**src/rtl/buck_ctrl_pkg.sv**
```systemverilog
// Constants shared by the buck regulator control logic.
// Assumes a single 50 MHz internal clock and strap levels from an on-chip ADC.
//
// Overview of operation
// RULE1: Source frequency strap current, then sense it.
// RULE2: Decode frequency and overcurrent strap into settings.
// RULE3: Source mode strap current, then sense it.
// RULE4: Decode mode strap into mode and timing.
// RULE5: Forced continuous: alternate switches, clock-synchronised.
// RULE6: Diode emulation: low side off at zero-cross. The code turns it off at zero-cross only while in DCM, in either skip mode.
// RULE7: Two pulses without zero-cross: return to continuous.
// RULE8: High efficiency continuous: modulator paces, not clock.
// RULE9: Seven consecutive zero-crosses enter discontinuous conduction.
// RULE10: Discontinuous on-pulse is 25 percent longer.
// RULE11: Soft-start 400 us, power-good delay 300 us.
// RULE12: 4x timing gives 1.6 ms and 1.2 ms.
// RULE13: Reference follows ramp, then fixed 600 mV.
// RULE14: Discontinuous frequency falls with load, modulator paced.
// RULE15: Forced continuous never leaves continuous conduction.
// RULE16: Power-good released only while feedback in window.
// RULE17: Straps latched once per start-up, then held.
// RULE18: Consecutive counters clear on opposite event, state change.
`default_nettype none

package buck_ctrl_pkg;

  // ==========================================================================
  // Clock and timing
  // ==========================================================================
  localparam int CLK_MHZ = 50;          // Internal clock rate in MHz.
  localparam int SS_1X_US = 400;        // Nominal soft-start time in us.
  localparam int PG_1X_US = 300;        // Nominal power-good delay in us.
  localparam int STRAP_SETTLE_US = 10;  // Time the strap current settles in us.
  localparam int SS_1X_CYCLES = SS_1X_US * CLK_MHZ;
  localparam int PG_1X_CYCLES = PG_1X_US * CLK_MHZ;
  localparam int SETTLE_CYCLES = STRAP_SETTLE_US * CLK_MHZ;
  localparam int TIMING_4X_MULT = 4;    // Scale of the slow timing option.
  localparam int CNT_W = 20;            // Width of the long timing counters.

  // ==========================================================================
  // Reference and conduction control
  // ==========================================================================
  localparam logic [9:0] REF_MV = 10'h258;  // Fixed reference, 600 mV.
  localparam int ZC_ENTER_COUNT = 7;        // Zero-crosses to enter DCM.
  localparam int NZC_EXIT_COUNT = 2;        // Pulses without one to leave.
  localparam int DCM_EXT_SHIFT = 2;         // On-time gains one quarter.

  // ==========================================================================
  // Strap level codes from the sense converter
  // ==========================================================================
  localparam logic [2:0] LVL_GND = 3'h0;    // Pin tied to ground.
  localparam logic [2:0] LVL_R24K3 = 3'h1;  // 24.3 kOhm to ground.
  localparam logic [2:0] LVL_R57K6 = 3'h2;  // 57.6 kOhm to ground.
  localparam logic [2:0] LVL_R105K = 3'h3;  // 105 kOhm to ground.
  localparam logic [2:0] LVL_R174K = 3'h4;  // 174 kOhm to ground.
  // Any higher code means floating or tied to the internal rail.

  // ==========================================================================
  // Setting encodings and reset values
  // ==========================================================================
  localparam logic [1:0] FSW_750K = 2'h0;   // 750 kHz.
  localparam logic [1:0] FSW_1100K = 2'h1;  // 1100 kHz.
  localparam logic [1:0] FSW_2000K = 2'h2;  // 2000 kHz.
  localparam logic [1:0] MODE_FORCED = 2'h0;    // forced_continuous.
  localparam logic [1:0] MODE_HIGH_EFF = 2'h1;  // high_efficiency_skip.
  localparam logic [1:0] MODE_DIODE = 2'h2;     // diode_emulation.
  localparam logic [1:0] FSW_RST = FSW_1100K;
  localparam logic OCP_HIGH_RST = 1'b0;
  localparam logic [1:0] MODE_RST = MODE_FORCED;
  localparam logic TIMING_4X_RST = 1'b0;

endpackage

`default_nettype wire

```
**src/rtl/consec_count.sv**
```systemverilog
// Saturating counter of consecutive switching-cycle events.
// Assumes one step per switching cycle from the pulse engine.
`default_nettype none

module consec_count #(
  parameter int TARGET = 2
) (
  input wire logic i_clock,
  input wire logic i_rst,
  input wire logic i_clear,    // Conduction state changed.
  input wire logic i_step,     // One switching cycle has ended.
  input wire logic i_hit,      // The cycle showed the counted event.
  output logic o_reached       // Count stands at the target.
);

  localparam int W = $clog2(TARGET + 1);

  // ==========================================================================
  // Parameter check
  // ==========================================================================
  if (TARGET < 1) begin : g_bad_target
    $error("consec_count needs a target of at least one");
  end

  logic [W-1:0] cnt_r;  // Consecutive events so far.

  // ==========================================================================
  // Counter
  // ==========================================================================
  // A miss restarts the run; saturation avoids wrapping back below target.
  always_ff @(posedge i_clock) begin
    if (i_rst || i_clear) begin
      cnt_r <= '0;  // see RULE18
    end else if (i_step && !i_hit) begin
      cnt_r <= '0;  // see RULE18
    end else if (i_step && cnt_r != W'(TARGET)) begin
      cnt_r <= cnt_r + 1'b1;
    end
  end

  assign o_reached = (cnt_r == W'(TARGET));

endmodule

`default_nettype wire

```
**src/rtl/buck_mode_softstart_control.sv**
```systemverilog
// Start-up sequencing, strap decode and conduction control of a buck regulator.
// Assumes strap levels, zero-cross and window comparators are synchronous.
`default_nettype none

module buck_mode_softstart_control
  import buck_ctrl_pkg::*;
#(
  parameter int SS_CYCLES = SS_1X_CYCLES,  // Soft-start cycles at 1x.
  parameter int PG_CYCLES = PG_1X_CYCLES,  // Power-good delay cycles at 1x.
  parameter int ON_W = 8                   // Width of the on-time request.
) (
  input wire logic i_clock,
  input wire logic i_rst,
  input wire logic i_enable,                  // Converter enable level.
  input wire logic i_restart,                 // Pulse: rerun start-up.
  input wire logic [2:0] i_freq_ocp_strap_lvl,
  input wire logic [2:0] i_mode_strap_pin_lvl,
  input wire logic i_clock_tick,              // Oscillator pulse.
  input wire logic i_mod_trigger,             // Modulator asks for a pulse.
  input wire logic [ON_W-1:0] i_on_time,      // On-time in clock cycles.
  input wire logic i_zero_cross,              // Inductor current hit zero.
  input wire logic i_fb_in_window,            // Feedback within 83..117 %.
  input wire logic i_power_good_out_i,        // Pin level, not needed here.
  output logic o_freq_ocp_strap_src,
  output logic o_mode_strap_pin_src,
  output logic [1:0] o_freq_sel,
  output logic o_ocp_high,
  output logic [1:0] o_op_mode,
  output logic o_timing_4x,
  output logic o_high_side_on,
  output logic o_low_side_on,
  output logic o_dcm,
  output logic [9:0] o_ref_mv,
  output logic o_ref_fixed,
  output logic o_power_good_out_o,
  output logic o_power_good_out_oe
);

  // ==========================================================================
  // Parameter checks
  // ==========================================================================
  localparam int STEP_CYCLES = SS_CYCLES / int'(REF_MV);  // Cycles per mV.

  if (STEP_CYCLES < 1 || PG_CYCLES < 1 || ON_W < 3 ||
      SS_CYCLES * TIMING_4X_MULT >= 2 ** CNT_W ||
      PG_CYCLES * TIMING_4X_MULT >= 2 ** CNT_W) begin : g_bad_param
    $error("buck_mode_softstart_control parameters out of range");
  end

  typedef enum logic [1:0] {ST_IDLE, ST_STRAP, ST_SOFT, ST_RUN} seq_e;
  typedef enum logic [1:0] {SW_IDLE, SW_ON, SW_OFF} sw_e;

  seq_e seq_r;               // Start-up sequence state.
  seq_e seq_nxt;
  logic [CNT_W-1:0] settle_r;  // Strap settle time counter.
  logic latch;               // Last strap cycle: sample both straps.
  logic [1:0] freq_r;
  logic ocp_high_r;
  logic [1:0] mode_r;
  logic t4x_r;
  logic src_r;               // Both strap current sources on.
  logic [CNT_W-1:0] step_r;  // Cycles within one ramp step.
  logic [CNT_W-1:0] step_len;
  logic [9:0] ref_r;         // Soft-start reference in mV.
  logic fixed_r;             // Reference has reached its fixed value.
  logic [CNT_W-1:0] pg_cnt_r;
  logic [CNT_W-1:0] pg_len;
  logic pg_oe_r;             // High pulls the power-good pin low.
  logic pg_o_r;
  sw_e sw_r;
  logic hs_r;
  logic ls_r;
  logic dcm_r;
  logic dcm_nxt;
  logic [ON_W:0] on_cnt_r;   // On-time elapsed in this pulse.
  logic [ON_W:0] on_len_r;   // On-time length fixed at pulse start.
  logic [ON_W:0] on_len_nxt;
  logic forced;
  logic run_sw;
  logic sync_mode;
  logic trig;
  logic start;
  logic zc_seen_r;           // Zero-cross seen in this off-time.
  logic zc_hit;
  logic cyc_valid_r;         // A full switching cycle has passed.
  logic zc_reached;
  logic nzc_reached;
  logic [ON_W:0] hs_len_r;   // Helper for the on-time check.

  // ==========================================================================
  // Start-up sequencer
  // ==========================================================================
  assign latch = (seq_r == ST_STRAP) && (settle_r == CNT_W'(SETTLE_CYCLES - 1));

  // Restart returns to strap sensing so a new start-up reads the pins again.
  always_comb begin
    seq_nxt = seq_r;
    if (!i_enable) begin
      seq_nxt = ST_IDLE;
    end else begin
      case (seq_r)
        ST_IDLE: begin
          seq_nxt = ST_STRAP;
        end
        ST_STRAP: begin
          if (latch) begin
            seq_nxt = ST_SOFT;
          end
        end
        ST_SOFT: begin
          if (i_restart) begin
            seq_nxt = ST_STRAP;
          end else if (ref_r == REF_MV) begin
            seq_nxt = ST_RUN;
          end
        end
        ST_RUN: begin
          if (i_restart) begin
            seq_nxt = ST_STRAP;
          end
        end
        default: begin
          seq_nxt = ST_IDLE;
        end
      endcase
    end
  end

  // State register and strap source enables.
  always_ff @(posedge i_clock) begin
    if (i_rst) begin
      seq_r <= ST_IDLE;
      src_r <= 1'b0;
    end else begin
      seq_r <= seq_nxt;
      src_r <= (seq_nxt == ST_STRAP);  // see RULE1 see RULE3
    end
  end

  // Settle counter runs only while the sources are on.
  always_ff @(posedge i_clock) begin
    if (i_rst || seq_r != ST_STRAP) begin
      settle_r <= '0;
    end else begin
      settle_r <= settle_r + 1'b1;
    end
  end

  // ==========================================================================
  // Strap decode
  // ==========================================================================
  // Sampled only at the end of the settle time; held through operation so
  // the mode and timing cannot change under load.
  always_ff @(posedge i_clock) begin
    if (i_rst) begin
      freq_r <= FSW_RST;
      ocp_high_r <= OCP_HIGH_RST;
    end else if (latch) begin  // see RULE17
      case (i_freq_ocp_strap_lvl)  // see RULE2
        LVL_GND: begin
          freq_r <= FSW_1100K;
          ocp_high_r <= 1'b1;
        end
        LVL_R24K3: begin
          freq_r <= FSW_750K;
          ocp_high_r <= 1'b0;
        end
        LVL_R57K6: begin
          freq_r <= FSW_750K;
          ocp_high_r <= 1'b1;
        end
        LVL_R105K: begin
          freq_r <= FSW_2000K;
          ocp_high_r <= 1'b0;
        end
        LVL_R174K: begin
          freq_r <= FSW_2000K;
          ocp_high_r <= 1'b1;
        end
        default: begin
          freq_r <= FSW_1100K;
          ocp_high_r <= 1'b0;
        end
      endcase
    end
  end

  // Mode strap: operating mode and soft-start/power-good scaling.
  always_ff @(posedge i_clock) begin
    if (i_rst) begin
      mode_r <= MODE_RST;
      t4x_r <= TIMING_4X_RST;
    end else if (latch) begin  // see RULE17
      case (i_mode_strap_pin_lvl)  // see RULE4
        LVL_GND: begin
          mode_r <= MODE_FORCED;
          t4x_r <= 1'b1;
        end
        LVL_R24K3: begin
          mode_r <= MODE_HIGH_EFF;
          t4x_r <= 1'b1;
        end
        LVL_R57K6: begin
          mode_r <= MODE_HIGH_EFF;
          t4x_r <= 1'b0;
        end
        LVL_R105K: begin
          mode_r <= MODE_DIODE;
          t4x_r <= 1'b0;
        end
        LVL_R174K: begin
          mode_r <= MODE_DIODE;
          t4x_r <= 1'b1;
        end
        default: begin
          mode_r <= MODE_FORCED;
          t4x_r <= 1'b0;
        end
      endcase
    end
  end

  // ==========================================================================
  // Soft-start reference ramp
  // ==========================================================================
  // One mV per step; the integer step length makes the ramp a little short
  // of nominal rather than long.
  assign step_len = t4x_r ? CNT_W'(STEP_CYCLES * TIMING_4X_MULT)  // see RULE12
                          : CNT_W'(STEP_CYCLES);  // see RULE11

  always_ff @(posedge i_clock) begin
    if (i_rst || seq_r == ST_IDLE || seq_r == ST_STRAP) begin
      step_r <= '0;
      ref_r <= '0;
      fixed_r <= 1'b0;
    end else if (ref_r != REF_MV) begin
      if (step_r == step_len - 1'b1) begin
        step_r <= '0;
        ref_r <= ref_r + 1'b1;
        fixed_r <= (ref_r + 1'b1 == REF_MV);  // see RULE13
      end else begin
        step_r <= step_r + 1'b1;
      end
    end
  end

  // ==========================================================================
  // Power good
  // ==========================================================================
  assign pg_len = t4x_r ? CNT_W'(PG_CYCLES * TIMING_4X_MULT)  // see RULE12
                        : CNT_W'(PG_CYCLES);  // see RULE11

  // Delay restarts whenever feedback leaves the window.
  always_ff @(posedge i_clock) begin
    if (i_rst || seq_r != ST_RUN || !i_fb_in_window) begin
      pg_cnt_r <= '0;
    end else if (pg_cnt_r != pg_len) begin
      pg_cnt_r <= pg_cnt_r + 1'b1;
    end
  end

  // Open drain: only ever pulls low, released when good.
  always_ff @(posedge i_clock) begin
    if (i_rst) begin
      pg_oe_r <= 1'b1;
      pg_o_r <= 1'b0;
    end else begin
      pg_oe_r <= !(seq_r == ST_RUN && i_fb_in_window &&
                   pg_cnt_r == pg_len);  // see RULE16 see RULE11
      pg_o_r <= 1'b0;
    end
  end

  // ==========================================================================
  // Switching pulse engine
  // ==========================================================================
  assign forced = (mode_r == MODE_FORCED);
  assign run_sw = (seq_r == ST_SOFT) || (seq_r == ST_RUN);
  // Clock-locked pulses in forced mode and in diode emulation while
  // continuous; the modulator paces high efficiency and all DCM operation.
  assign sync_mode = forced || (mode_r == MODE_DIODE && !dcm_r);  // see RULE5
  assign trig = sync_mode ? i_clock_tick : i_mod_trigger;  // see RULE8 see RULE14
  assign start = run_sw && trig && (sw_r != SW_ON);
  assign on_len_nxt = dcm_r ? ({1'b0, i_on_time} + {1'b0, i_on_time >> DCM_EXT_SHIFT})
                            : {1'b0, i_on_time};  // see RULE10

  // Switch states; the two switches are never on together.
  always_ff @(posedge i_clock) begin
    if (i_rst || !run_sw) begin
      sw_r <= SW_IDLE;
      hs_r <= 1'b0;
      ls_r <= 1'b0;
      on_cnt_r <= '0;
      on_len_r <= '0;
    end else begin
      case (sw_r)
        SW_ON: begin
          if (on_cnt_r >= on_len_r) begin
            sw_r <= SW_OFF;
            hs_r <= 1'b0;
            ls_r <= 1'b1;  // see RULE5
          end else begin
            on_cnt_r <= on_cnt_r + 1'b1;
          end
        end
        SW_IDLE, SW_OFF: begin
          if (start) begin
            sw_r <= SW_ON;
            hs_r <= 1'b1;  // see RULE5
            ls_r <= 1'b0;
            on_cnt_r <= {{ON_W{1'b0}}, 1'b1};
            on_len_r <= on_len_nxt;
          end else if (sw_r == SW_OFF && dcm_r && i_zero_cross) begin
            sw_r <= SW_IDLE;
            ls_r <= 1'b0;  // see RULE6 see RULE8
          end
        end
        default: begin
          sw_r <= SW_IDLE;
          hs_r <= 1'b0;
          ls_r <= 1'b0;
        end
      endcase
    end
  end

  // ==========================================================================
  // Zero-cross bookkeeping and conduction state
  // ==========================================================================
  // A crossing on the very edge of a new pulse still counts for the old one.
  assign zc_hit = zc_seen_r || i_zero_cross;

  always_ff @(posedge i_clock) begin
    if (i_rst || !run_sw) begin
      zc_seen_r <= 1'b0;
      cyc_valid_r <= 1'b0;
    end else if (start) begin
      zc_seen_r <= 1'b0;
      cyc_valid_r <= 1'b1;
    end else if (i_zero_cross && sw_r != SW_ON) begin
      zc_seen_r <= 1'b1;
    end
  end

  consec_count #(
    .TARGET(ZC_ENTER_COUNT)
  ) u_zc_count (
    .i_clock(i_clock),
    .i_rst(i_rst),
    .i_clear(dcm_nxt != dcm_r),  // see RULE18
    .i_step(start && cyc_valid_r),
    .i_hit(zc_hit),
    .o_reached(zc_reached)
  );

  consec_count #(
    .TARGET(NZC_EXIT_COUNT)
  ) u_nzc_count (
    .i_clock(i_clock),
    .i_rst(i_rst),
    .i_clear(dcm_nxt != dcm_r),  // see RULE18
    .i_step(start && cyc_valid_r),
    .i_hit(!zc_hit),
    .o_reached(nzc_reached)
  );

  // Forced mode never enters DCM; the skip modes move by the counters.
  always_comb begin
    dcm_nxt = dcm_r;
    if (!run_sw || forced) begin
      dcm_nxt = 1'b0;  // see RULE15
    end else if (!dcm_r && zc_reached) begin
      dcm_nxt = 1'b1;  // see RULE9
    end else if (dcm_r && nzc_reached) begin
      dcm_nxt = 1'b0;  // see RULE7
    end
  end

  always_ff @(posedge i_clock) begin
    if (i_rst) begin
      dcm_r <= 1'b0;
    end else begin
      dcm_r <= dcm_nxt;
    end
  end

  // Helper count of high-side cycles, read only by the checks below.
  always_ff @(posedge i_clock) begin
    if (i_rst || !hs_r) begin
      hs_len_r <= '0;
    end else begin
      hs_len_r <= hs_len_r + 1'b1;
    end
  end

  // ==========================================================================
  // Outputs
  // ==========================================================================
  assign o_freq_ocp_strap_src = src_r;
  assign o_mode_strap_pin_src = src_r;
  assign o_freq_sel = freq_r;
  assign o_ocp_high = ocp_high_r;
  assign o_op_mode = mode_r;
  assign o_timing_4x = t4x_r;
  assign o_high_side_on = hs_r;
  assign o_low_side_on = ls_r;
  assign o_dcm = dcm_r;
  assign o_ref_mv = ref_r;
  assign o_ref_fixed = fixed_r;
  assign o_power_good_out_o = pg_o_r;
  assign o_power_good_out_oe = pg_oe_r;

  // ==========================================================================
  // Assertions
  // ==========================================================================
  AST_SRC_IN_STRAP: assert property (@(posedge i_clock) disable iff (i_rst) // see RULE1
    src_r == (seq_r == ST_STRAP)) else $error("strap source outside sensing");
  AST_STRAP_HOLD: assert property (@(posedge i_clock) disable iff (i_rst) // see RULE17
    (seq_r != ST_STRAP) |=> $stable(mode_r) && $stable(t4x_r) && $stable(freq_r))
    else $error("strap setting changed outside sensing");
  AST_NO_OVERLAP: assert property (@(posedge i_clock) disable iff (i_rst) // see RULE5
    !(hs_r && ls_r)) else $error("both switches on");
  AST_SYNC_TICK: assert property (@(posedge i_clock) disable iff (i_rst) // see RULE5
    ($rose(hs_r) && $past(sync_mode)) |-> $past(i_clock_tick))
    else $error("clock-locked pulse without a tick");
  AST_ZC_LS_OFF: assert property (@(posedge i_clock) disable iff (i_rst) // see RULE6
    (run_sw && dcm_r && sw_r == SW_OFF && i_zero_cross) |=> !ls_r)
    else $error("low side left on after zero-cross");
  AST_ENTER_DCM: assert property (@(posedge i_clock) disable iff (i_rst) // see RULE9
    $rose(dcm_r) |-> $past(zc_reached) && !$past(forced))
    else $error("entered DCM without seven zero-crosses");
  AST_FORCED_CCM: assert property (@(posedge i_clock) disable iff (i_rst) // see RULE15
    (forced && $past(forced)) |-> !dcm_r) else $error("forced mode in DCM");
  AST_ON_LEN: assert property (@(posedge i_clock) disable iff (i_rst) // see RULE10
    ($fell(hs_r) && $past(run_sw) && run_sw) |-> hs_len_r == $past(on_len_r))
    else $error("on-pulse length wrong");
  AST_RUN_REF: assert property (@(posedge i_clock) disable iff (i_rst) // see RULE13
    (seq_r == ST_RUN) |-> (ref_r == REF_MV) && fixed_r)
    else $error("reference not fixed while running");
  AST_PG_WINDOW: assert property (@(posedge i_clock) disable iff (i_rst) // see RULE16
    !pg_oe_r |-> $past(i_fb_in_window) && $past(pg_cnt_r) == $past(pg_len))
    else $error("power good released outside window or early");

endmodule

`default_nettype wire

```
**config.mk**
```make
export PLATFORM = sky130hd
export DESIGN_NAME = buck_mode_softstart_control
export DESIGN_NICKNAME = d
export VERILOG_FILES = /design/src/rtl/buck_ctrl_pkg.sv /design/src/rtl/consec_count.sv /design/src/rtl/buck_mode_softstart_control.sv
export SDC_FILE = /design/constraint.sdc
export NUM_CORES = 1
export LEC_CHECK = 0
export ABC_AREA = 1
export BUFFER_PORTS_ARGS = -buffer_cell sky130_fd_sc_hd__buf_4
export CORE_MARGIN = 1.5
export CORE_UTILIZATION = 63
export CTS_BUF_LIST = sky130_fd_sc_hd__clkbuf_2
export DETAILED_ROUTE_END_ITERATION = 12
export GPL_ROUTABILITY_DRIVEN = 0
export PLACE_DENSITY = 0.86
export SYNTH_ARGS = -nofsm -noshare
export SYNTH_HDL_FRONTEND = slang
export SYNTH_HIERARCHICAL = 1
export SYNTH_SLANG_ARGS = --single-unit
```
**constraint.sdc**
```tcl
create_clock -name i_clock -period 2.3 [get_ports i_clock]
set_input_delay 0.115 -clock i_clock [delete_from_list [all_inputs] [get_ports i_clock]]
set_output_delay 0.115 -clock i_clock [all_outputs]
set_load 0.01 [all_outputs]
```
[Word-level counts from Yosys, hierarchy flattened]
Cells that the tools add are included.
Widths: inputs -> output; s select.
Word-level totals
  bits of input ports: 23
  output and inout bits: 24
  bits in registers: 111
Cells by class
  $add $sub $neg: 9
  mux-type cells: 32
  $lt $le $gt $ge: 1
  reductions and logical operators: 53
  equality and inequality tests: 34
Operators with widths (number)
  $add 20x1->20 const B: 3
  $mux 9: 3
  $eq 10x10->1 const B: 2
  $eq 20x16->1: 1
  $eq 20x20->1: 1
  $eq 20x9->1 const B: 1
  $mux 20: 1
  $ne 20x16->1: 1
  $pmux 9 s2: 1
  $logic_and 1x1->1: 16
  $mux 16: 1
  $mux 2: 8
  $reduce_or 2->1: 8
  $eq 3x2->1 const B: 4
  $pmux 2 s2: 3
  $logic_or 1x1->1: 11
  $mux 1: 11
  $add 10x1->10 const B: 1
  $eq 2x2->1 const B: 5
  $ne 10x10->1 const B: 1
  $ne 2x2->1 const B: 5
  $add 8x6->9: 1
  $add 9x1->9 const B: 1
  $eq 3x3->1 const B: 3
  19 further kinds: 36

[Logic depth before layout (Yosys ltp)]
  depth after elaboration: 9
  depth in mapped cells: 11
  gate-level depth less buffers: 11

[Cells and area by module]
Netlist, hierarchy kept.
By module, submodules not included
  buck_mode_softstart_control: area each 6099.6 sq um, times used 1, cells each 938
  consec_count at u_zc_count: area each 160.2 sq um, times used 1, cells each 22
  consec_count at u_nzc_count: area each 111.4 sq um, times used 1, cells each 16

[Worst setup path after synthesis]
OpenSTA, ideal clock, no wires.
  path kind: reg2reg
  from: register dcm_r (netlist: o_dcm)
  to: register u_nzc_count.cnt_r[0]
  period minus slack after synthesis: 1.626 ns
  cell stages (with the launch flop): 10
  slack: 0.674 ns
  arrival time: 1.509 ns
  setup time: 0.118 ns
  cells stage by stage: dfxtp_1 buf_2 a21oi_1 nand2_1 nand2_2 nand3_1 nor2_1 inv_1 o21ai_2 a21oi_1
On the way
  longest elaborated chain between the ends: 9
  elaborated cells between the ends (all ways): 17
  classes of those cells: eq/ne (1); mux (4); reduce/logical (12)
RTL lines
  start, declared: RTL line buck_mode_softstart_control.sv:73  | logic dcm_r;
  start signal, assigned: RTL line buck_mode_softstart_control.sv:383  | dcm_r <= dcm_nxt;
  $logic_not 1->1: RTL line buck_mode_softstart_control.sv:281, buck_mode_softstart_control.sv:372
  $logic_and 1x1->1: RTL line buck_mode_softstart_control.sv:281  | assign sync_mode = forced || (mode_r == MODE_DIODE && !dcm_r);
  $logic_or 1x1->1: RTL line buck_mode_softstart_control.sv:281
  $mux 1: RTL line buck_mode_softstart_control.sv:282  | assign trig = sync_mode ? i_clock_tick : i_mod_trigger;
  $logic_and 1x1->1 (2 in series): RTL line buck_mode_softstart_control.sv:283  | assign start = run_sw && trig && (sw_r != SW_ON);
  $logic_and 1x1->1: RTL line buck_mode_softstart_control.sv:362  | .i_step(start && cyc_valid_r),
  $logic_and 1x1->1: RTL line consec_count.sv:34  | end else if (i_step && !i_hit) begin
  $reduce_or 2->1 (no source line)
  end signal, assigned: RTL line consec_count.sv:37  | cnt_r <= cnt_r + 1'b1;
  end, declared: RTL line consec_count.sv:25  | logic [W-1:0] cnt_r;
Several ways; a longest one is shown, not always the timed one.
A chain may end at the register's enable or synchronous reset.

[Final worst setup path]
  from: register ref_r[1] (netlist: o_ref_mv[1])
  to: register src_r (netlist: o_freq_ocp_strap_src)
On the way
  longest elaborated chain between the ends: 6
RTL lines
  start, declared: RTL line buck_mode_softstart_control.sv:64  | logic [9:0] ref_r;
  start signal, assigned: RTL line buck_mode_softstart_control.sv:239  | ref_r <= ref_r + 1'b1;
  $eq 10x10->1: RTL line buck_mode_softstart_control.sv:113  | end else if (ref_r == REF_MV) begin
  $mux 2: RTL line buck_mode_softstart_control.sv:113
  $mux 2: RTL line buck_mode_softstart_control.sv:111  | if (i_restart) begin
  $pmux 2 s4: RTL line buck_mode_softstart_control.sv:101  | case (seq_r)
  $mux 2: RTL line buck_mode_softstart_control.sv:98  | if (!i_enable) begin
  $eq 2x1->1: RTL line buck_mode_softstart_control.sv:136  | src_r <= (seq_nxt == ST_STRAP);
  end signal, assigned: RTL line buck_mode_softstart_control.sv:136
  end, declared: RTL line buck_mode_softstart_control.sv:61  | logic src_r;
Every way passes these cells.

==> summary.txt <==
Port Buffers: 44
# H-tree levels: 3
Final worst-path cycle share: 90.55%
Clk sinks: 110
Initial antenna violation count: 0
Via-to-Cell Ratio: 5.341
Synth cell types: 42
Num rows: 36
Global-route usage over all layers: 27.66%
First-pass DRT Iterations: 7
R2R cell count: 10
Peak supply drop: 0.0004039 V
Post-route DRC: 0
GRT Residual Overflow: 0
Post-layout min period: 2083 ps
Highest Clock Rate: 0.4802 GHz
Syn nets: 1,025
MaxCap Viol Count: 0
Setup TNS: 0 ps
Critical Path End Type: register
CTS Buffer Depth: 2
Slew headroom: 59.27%
CP max stage delay: 550 ps
Worst-Skew Late Latency: 590 ps
Leak Pwr: 2.748 nW
Avg Cell Area, Syn: 6.528 um2
Synth Warn #: 6
Pwr Total: 0.002930 W
Area grow syn2layout: 13.65%
Root Driver: clkbuf_2
Power Density: 404.7 mW/mm2
First-pass GRT wire length: 25,150 um
CORE AREA: 0.009774 mm2
Flop-to-flop setup slack: 220 ps
Sequential share of the synthesized area: 34.56%
DP HPWL: 10,430 um
Die H: 103.6 um
Vias in the first global route: 5,866
Critical path class: register to register
Synthesized area: 0.006371 mm2
Vias after detailed routing: 6,351
Slowest-stage cell, CP: dlygate4sd3_1
Crit path DAT: 2620 ps
Nets: 1,100
Slew @ Worst Pin: 606.3 ps
Pin count of the biggest net entering global routing: 23
Die width: 103.6 um
Yosys reg bits: 110
Clock-pin transition on the worst setup and hold timing paths: 290 ps
Worst path required time: 2830 ps
Final Hold Viols: 0
Status: finished clean
IO Count: 47
Synthesized instance count: 976
Initial DRC Count: 273
Share of layout cells above drive strength 1: 10.42%
Clock Skews: 16.08 ps
Slew Limit Fails: 0
Crit start category: register
Initial Utilization: 65.18%
CP dominant cell by count: nand3_1
Post-DRT Antenna Nets: 0
CTS tree: built
Max Fanout on Critical Path: 22
Antenna fix cells: 0
Full die area: 0.01072 mm2
CTS Buf Count: 9
Hold Crit Depth: 6
# fillers: 807
Critical Path, Cell by Cell: inv_1, ha_1, nand2_1, nor2_1, nand3_2, buf_4, nand3_1, nand3_1, a21oi_1, dlygate4sd3_1
WL final: 14,520 um
Final setup violation count: 0
RSZ-0062 raised after global routing: false
Hold Path Class: input pin to register
Routed length per instance: 12.22 um
[placed cells by master (no fill, tap or decap), types with 5 or more instances in the layout]
cell	Yosys	routed
nand3_1	77	77
nand2_2	8	8
or2_2	5	5
xor2_1	8	8
buf_4	3	54
dlygate4sd3_1	0	29
nor2_1	131	131
nor2_2	8	8
xnor2_1	5	5
nand3b_1	6	6
nor3b_1	8	8
dfxtp_1	110	108
nor3_1	30	30
o21ai_0	36	36
ha_1	25	24
a21oi_1	76	76
clkbuf_2	0	9
nand4_1	25	25
inv_1	124	124
nand2_1	239	239
[through the flow]
| stage | setup WS, ps | instances | util, % | area [um2] | hold WS [ps] |
|---|---|---|---|---|---|
| 2_1_floorplan | 673.9 | 976 | - | 6371 | 187.4 |
| 3_3_place_gp | 450.5 | 1144 | 70.01 | 6843 | 310.0 |
| 3_5_place_dp | 418.6 | 1144 | 70.01 | 6843 | 314.3 |
| 4_1_cts | 146.2 | 1189 | 74.03 | 7236 | 0.6611 |
| 5_1_grt | 65.93 | 1189 | 74.08 | 7241 | 56.96 |
| 6_report | 217.5 | 1189 | 74.08 | 7241 | 46.61 |
[registers in the layout, indices dropped and copies added, names as in the netlist, 2 cells and up]
| name | cells |
|---|---|
| o_op_mode | 2 |
| u_nzc_count/cnt_r | 2 |
| on_len_r | 9 |
| pg_cnt_r | 20 |
| settle_r | 20 |
| o_ref_mv | 10 |
| o_freq_sel | 2 |
| step_r | 20 |
| sw_r | 2 |
| on_cnt_r | 9 |
| seq_r | 2 |
| u_zc_count/cnt_r | 3 |
[synthesized netlist by cell type, drive strengths merged]
cell type | count | area share [%]
xnor2 | 5 | 0.69
nand3 | 81 | 6.8
o2111ai | 1 | 0.14
o211ai | 2 | 0.24
a211oi | 1 | 0.12
mux2i | 1 | 0.16
buf | 12 | 1.2
a21oi | 80 | 6.5
nor2 | 141 | 8.9
nand3b | 7 | 0.88
o21bai | 2 | 0.24
dfxtp | 110 | 35
inv | 126 | 7.4
a21o | 1 | 0.12
nor3 | 32 | 2.7
o21ai | 41 | 3.3
clkbuf | 7 | 0.41
ha | 25 | 4.9
xor2 | 8 | 1.1
clkinv | 1 | 0.059
a31oi | 2 | 0.20
fa | 1 | 0.31
nand2 | 247 | 15
a21boi | 1 | 0.12
conb | 1 | 0.059
nand4 | 25 | 2.5
nor3b | 8 | 0.94
o21a | 2 | 0.24
or2 | 5 | 0.49
[power by group]
group / switching (W) / internal, W
registers: 0.00000252 / 0.00192
clock network: 0.000666 / 0.000157
logic: 0.0000909 / 0.0000950
[area by class of cell]
| class | count | area (um2) | area share [%] |
|---|---|---|---|
| Timing Repair Buffer | 83 | 695.7 | 9.608 |
| Multi-Input combinational cell | 720 | 3595 | 49.65 |
| Tap cell | 133 | 166.4 | 2.298 |
| Clock inverter | 7 | 57.56 | 0.7949 |
| Inverter | 127 | 476.7 | 6.584 |
| Sequential cell | 110 | 2205 | 30.45 |
| Clock buffer | 9 | 45.04 | 0.6221 |
[timing repair]
action / 4_1_cts / 5_1_grt
hold buffers: 29 / 0
endpoints found under the setup margin: 0 / 1
resized for setup: 0 / 3
setup buffers: 0 / 0
hold endpoints to repair: 41 / 0
[worst max-delay path: cells and delay by family (launching register included)]
family / cells / cell delay (ps)
DFF: 1 / 470
buffers and inverters: 3 / 890
adders and majority gates: 1 / 170
AOI/OAI and AO/OA: 1 / 50
and+or+nand+nor: 5 / 430
[cell families after synthesis]
family | count (synthesis) | synth area share [%]
XOR/XNOR | 13 | 1.787
AO/OA/AOI/OAI | 133 | 11.19
AND/OR/NAND/NOR | 546 | 37.96
multiplexers | 1 | 0.1571
other | 1 | 0.05886
adder cells (fa/ha/maj) | 26 | 5.224
flip-flops | 110 | 34.56
buffers and inverters | 146 | 9.054
[metal layers]
metal	up-vias	global-route usage [%]	part of all wire [%]
met1	2849	33.88	46
met5	-	0	0
met4	0	7.937	1.6
met3	24	6.042	4.9
li1	3302	-	-
met2	176	48.81	48
[path summary, 6_finish.rpt]
path,to,startpoint
max reg2reg,o_freq_ocp_strap_src$_SDFF_PP0_,o_ref_mv[1]$_SDFFE_PP0P_
min,zc_seen_r$_SDFFE_PP0P_,i_mod_trigger
max,o_freq_ocp_strap_src$_SDFF_PP0_,o_ref_mv[1]$_SDFFE_PP0P_
min reg2reg,u_zc_count/cnt_r[1]$_SDFFE_PP0P_,u_zc_count/cnt_r[1]$_SDFFE_PP0P_
Power figures use the tool's default switching activity.
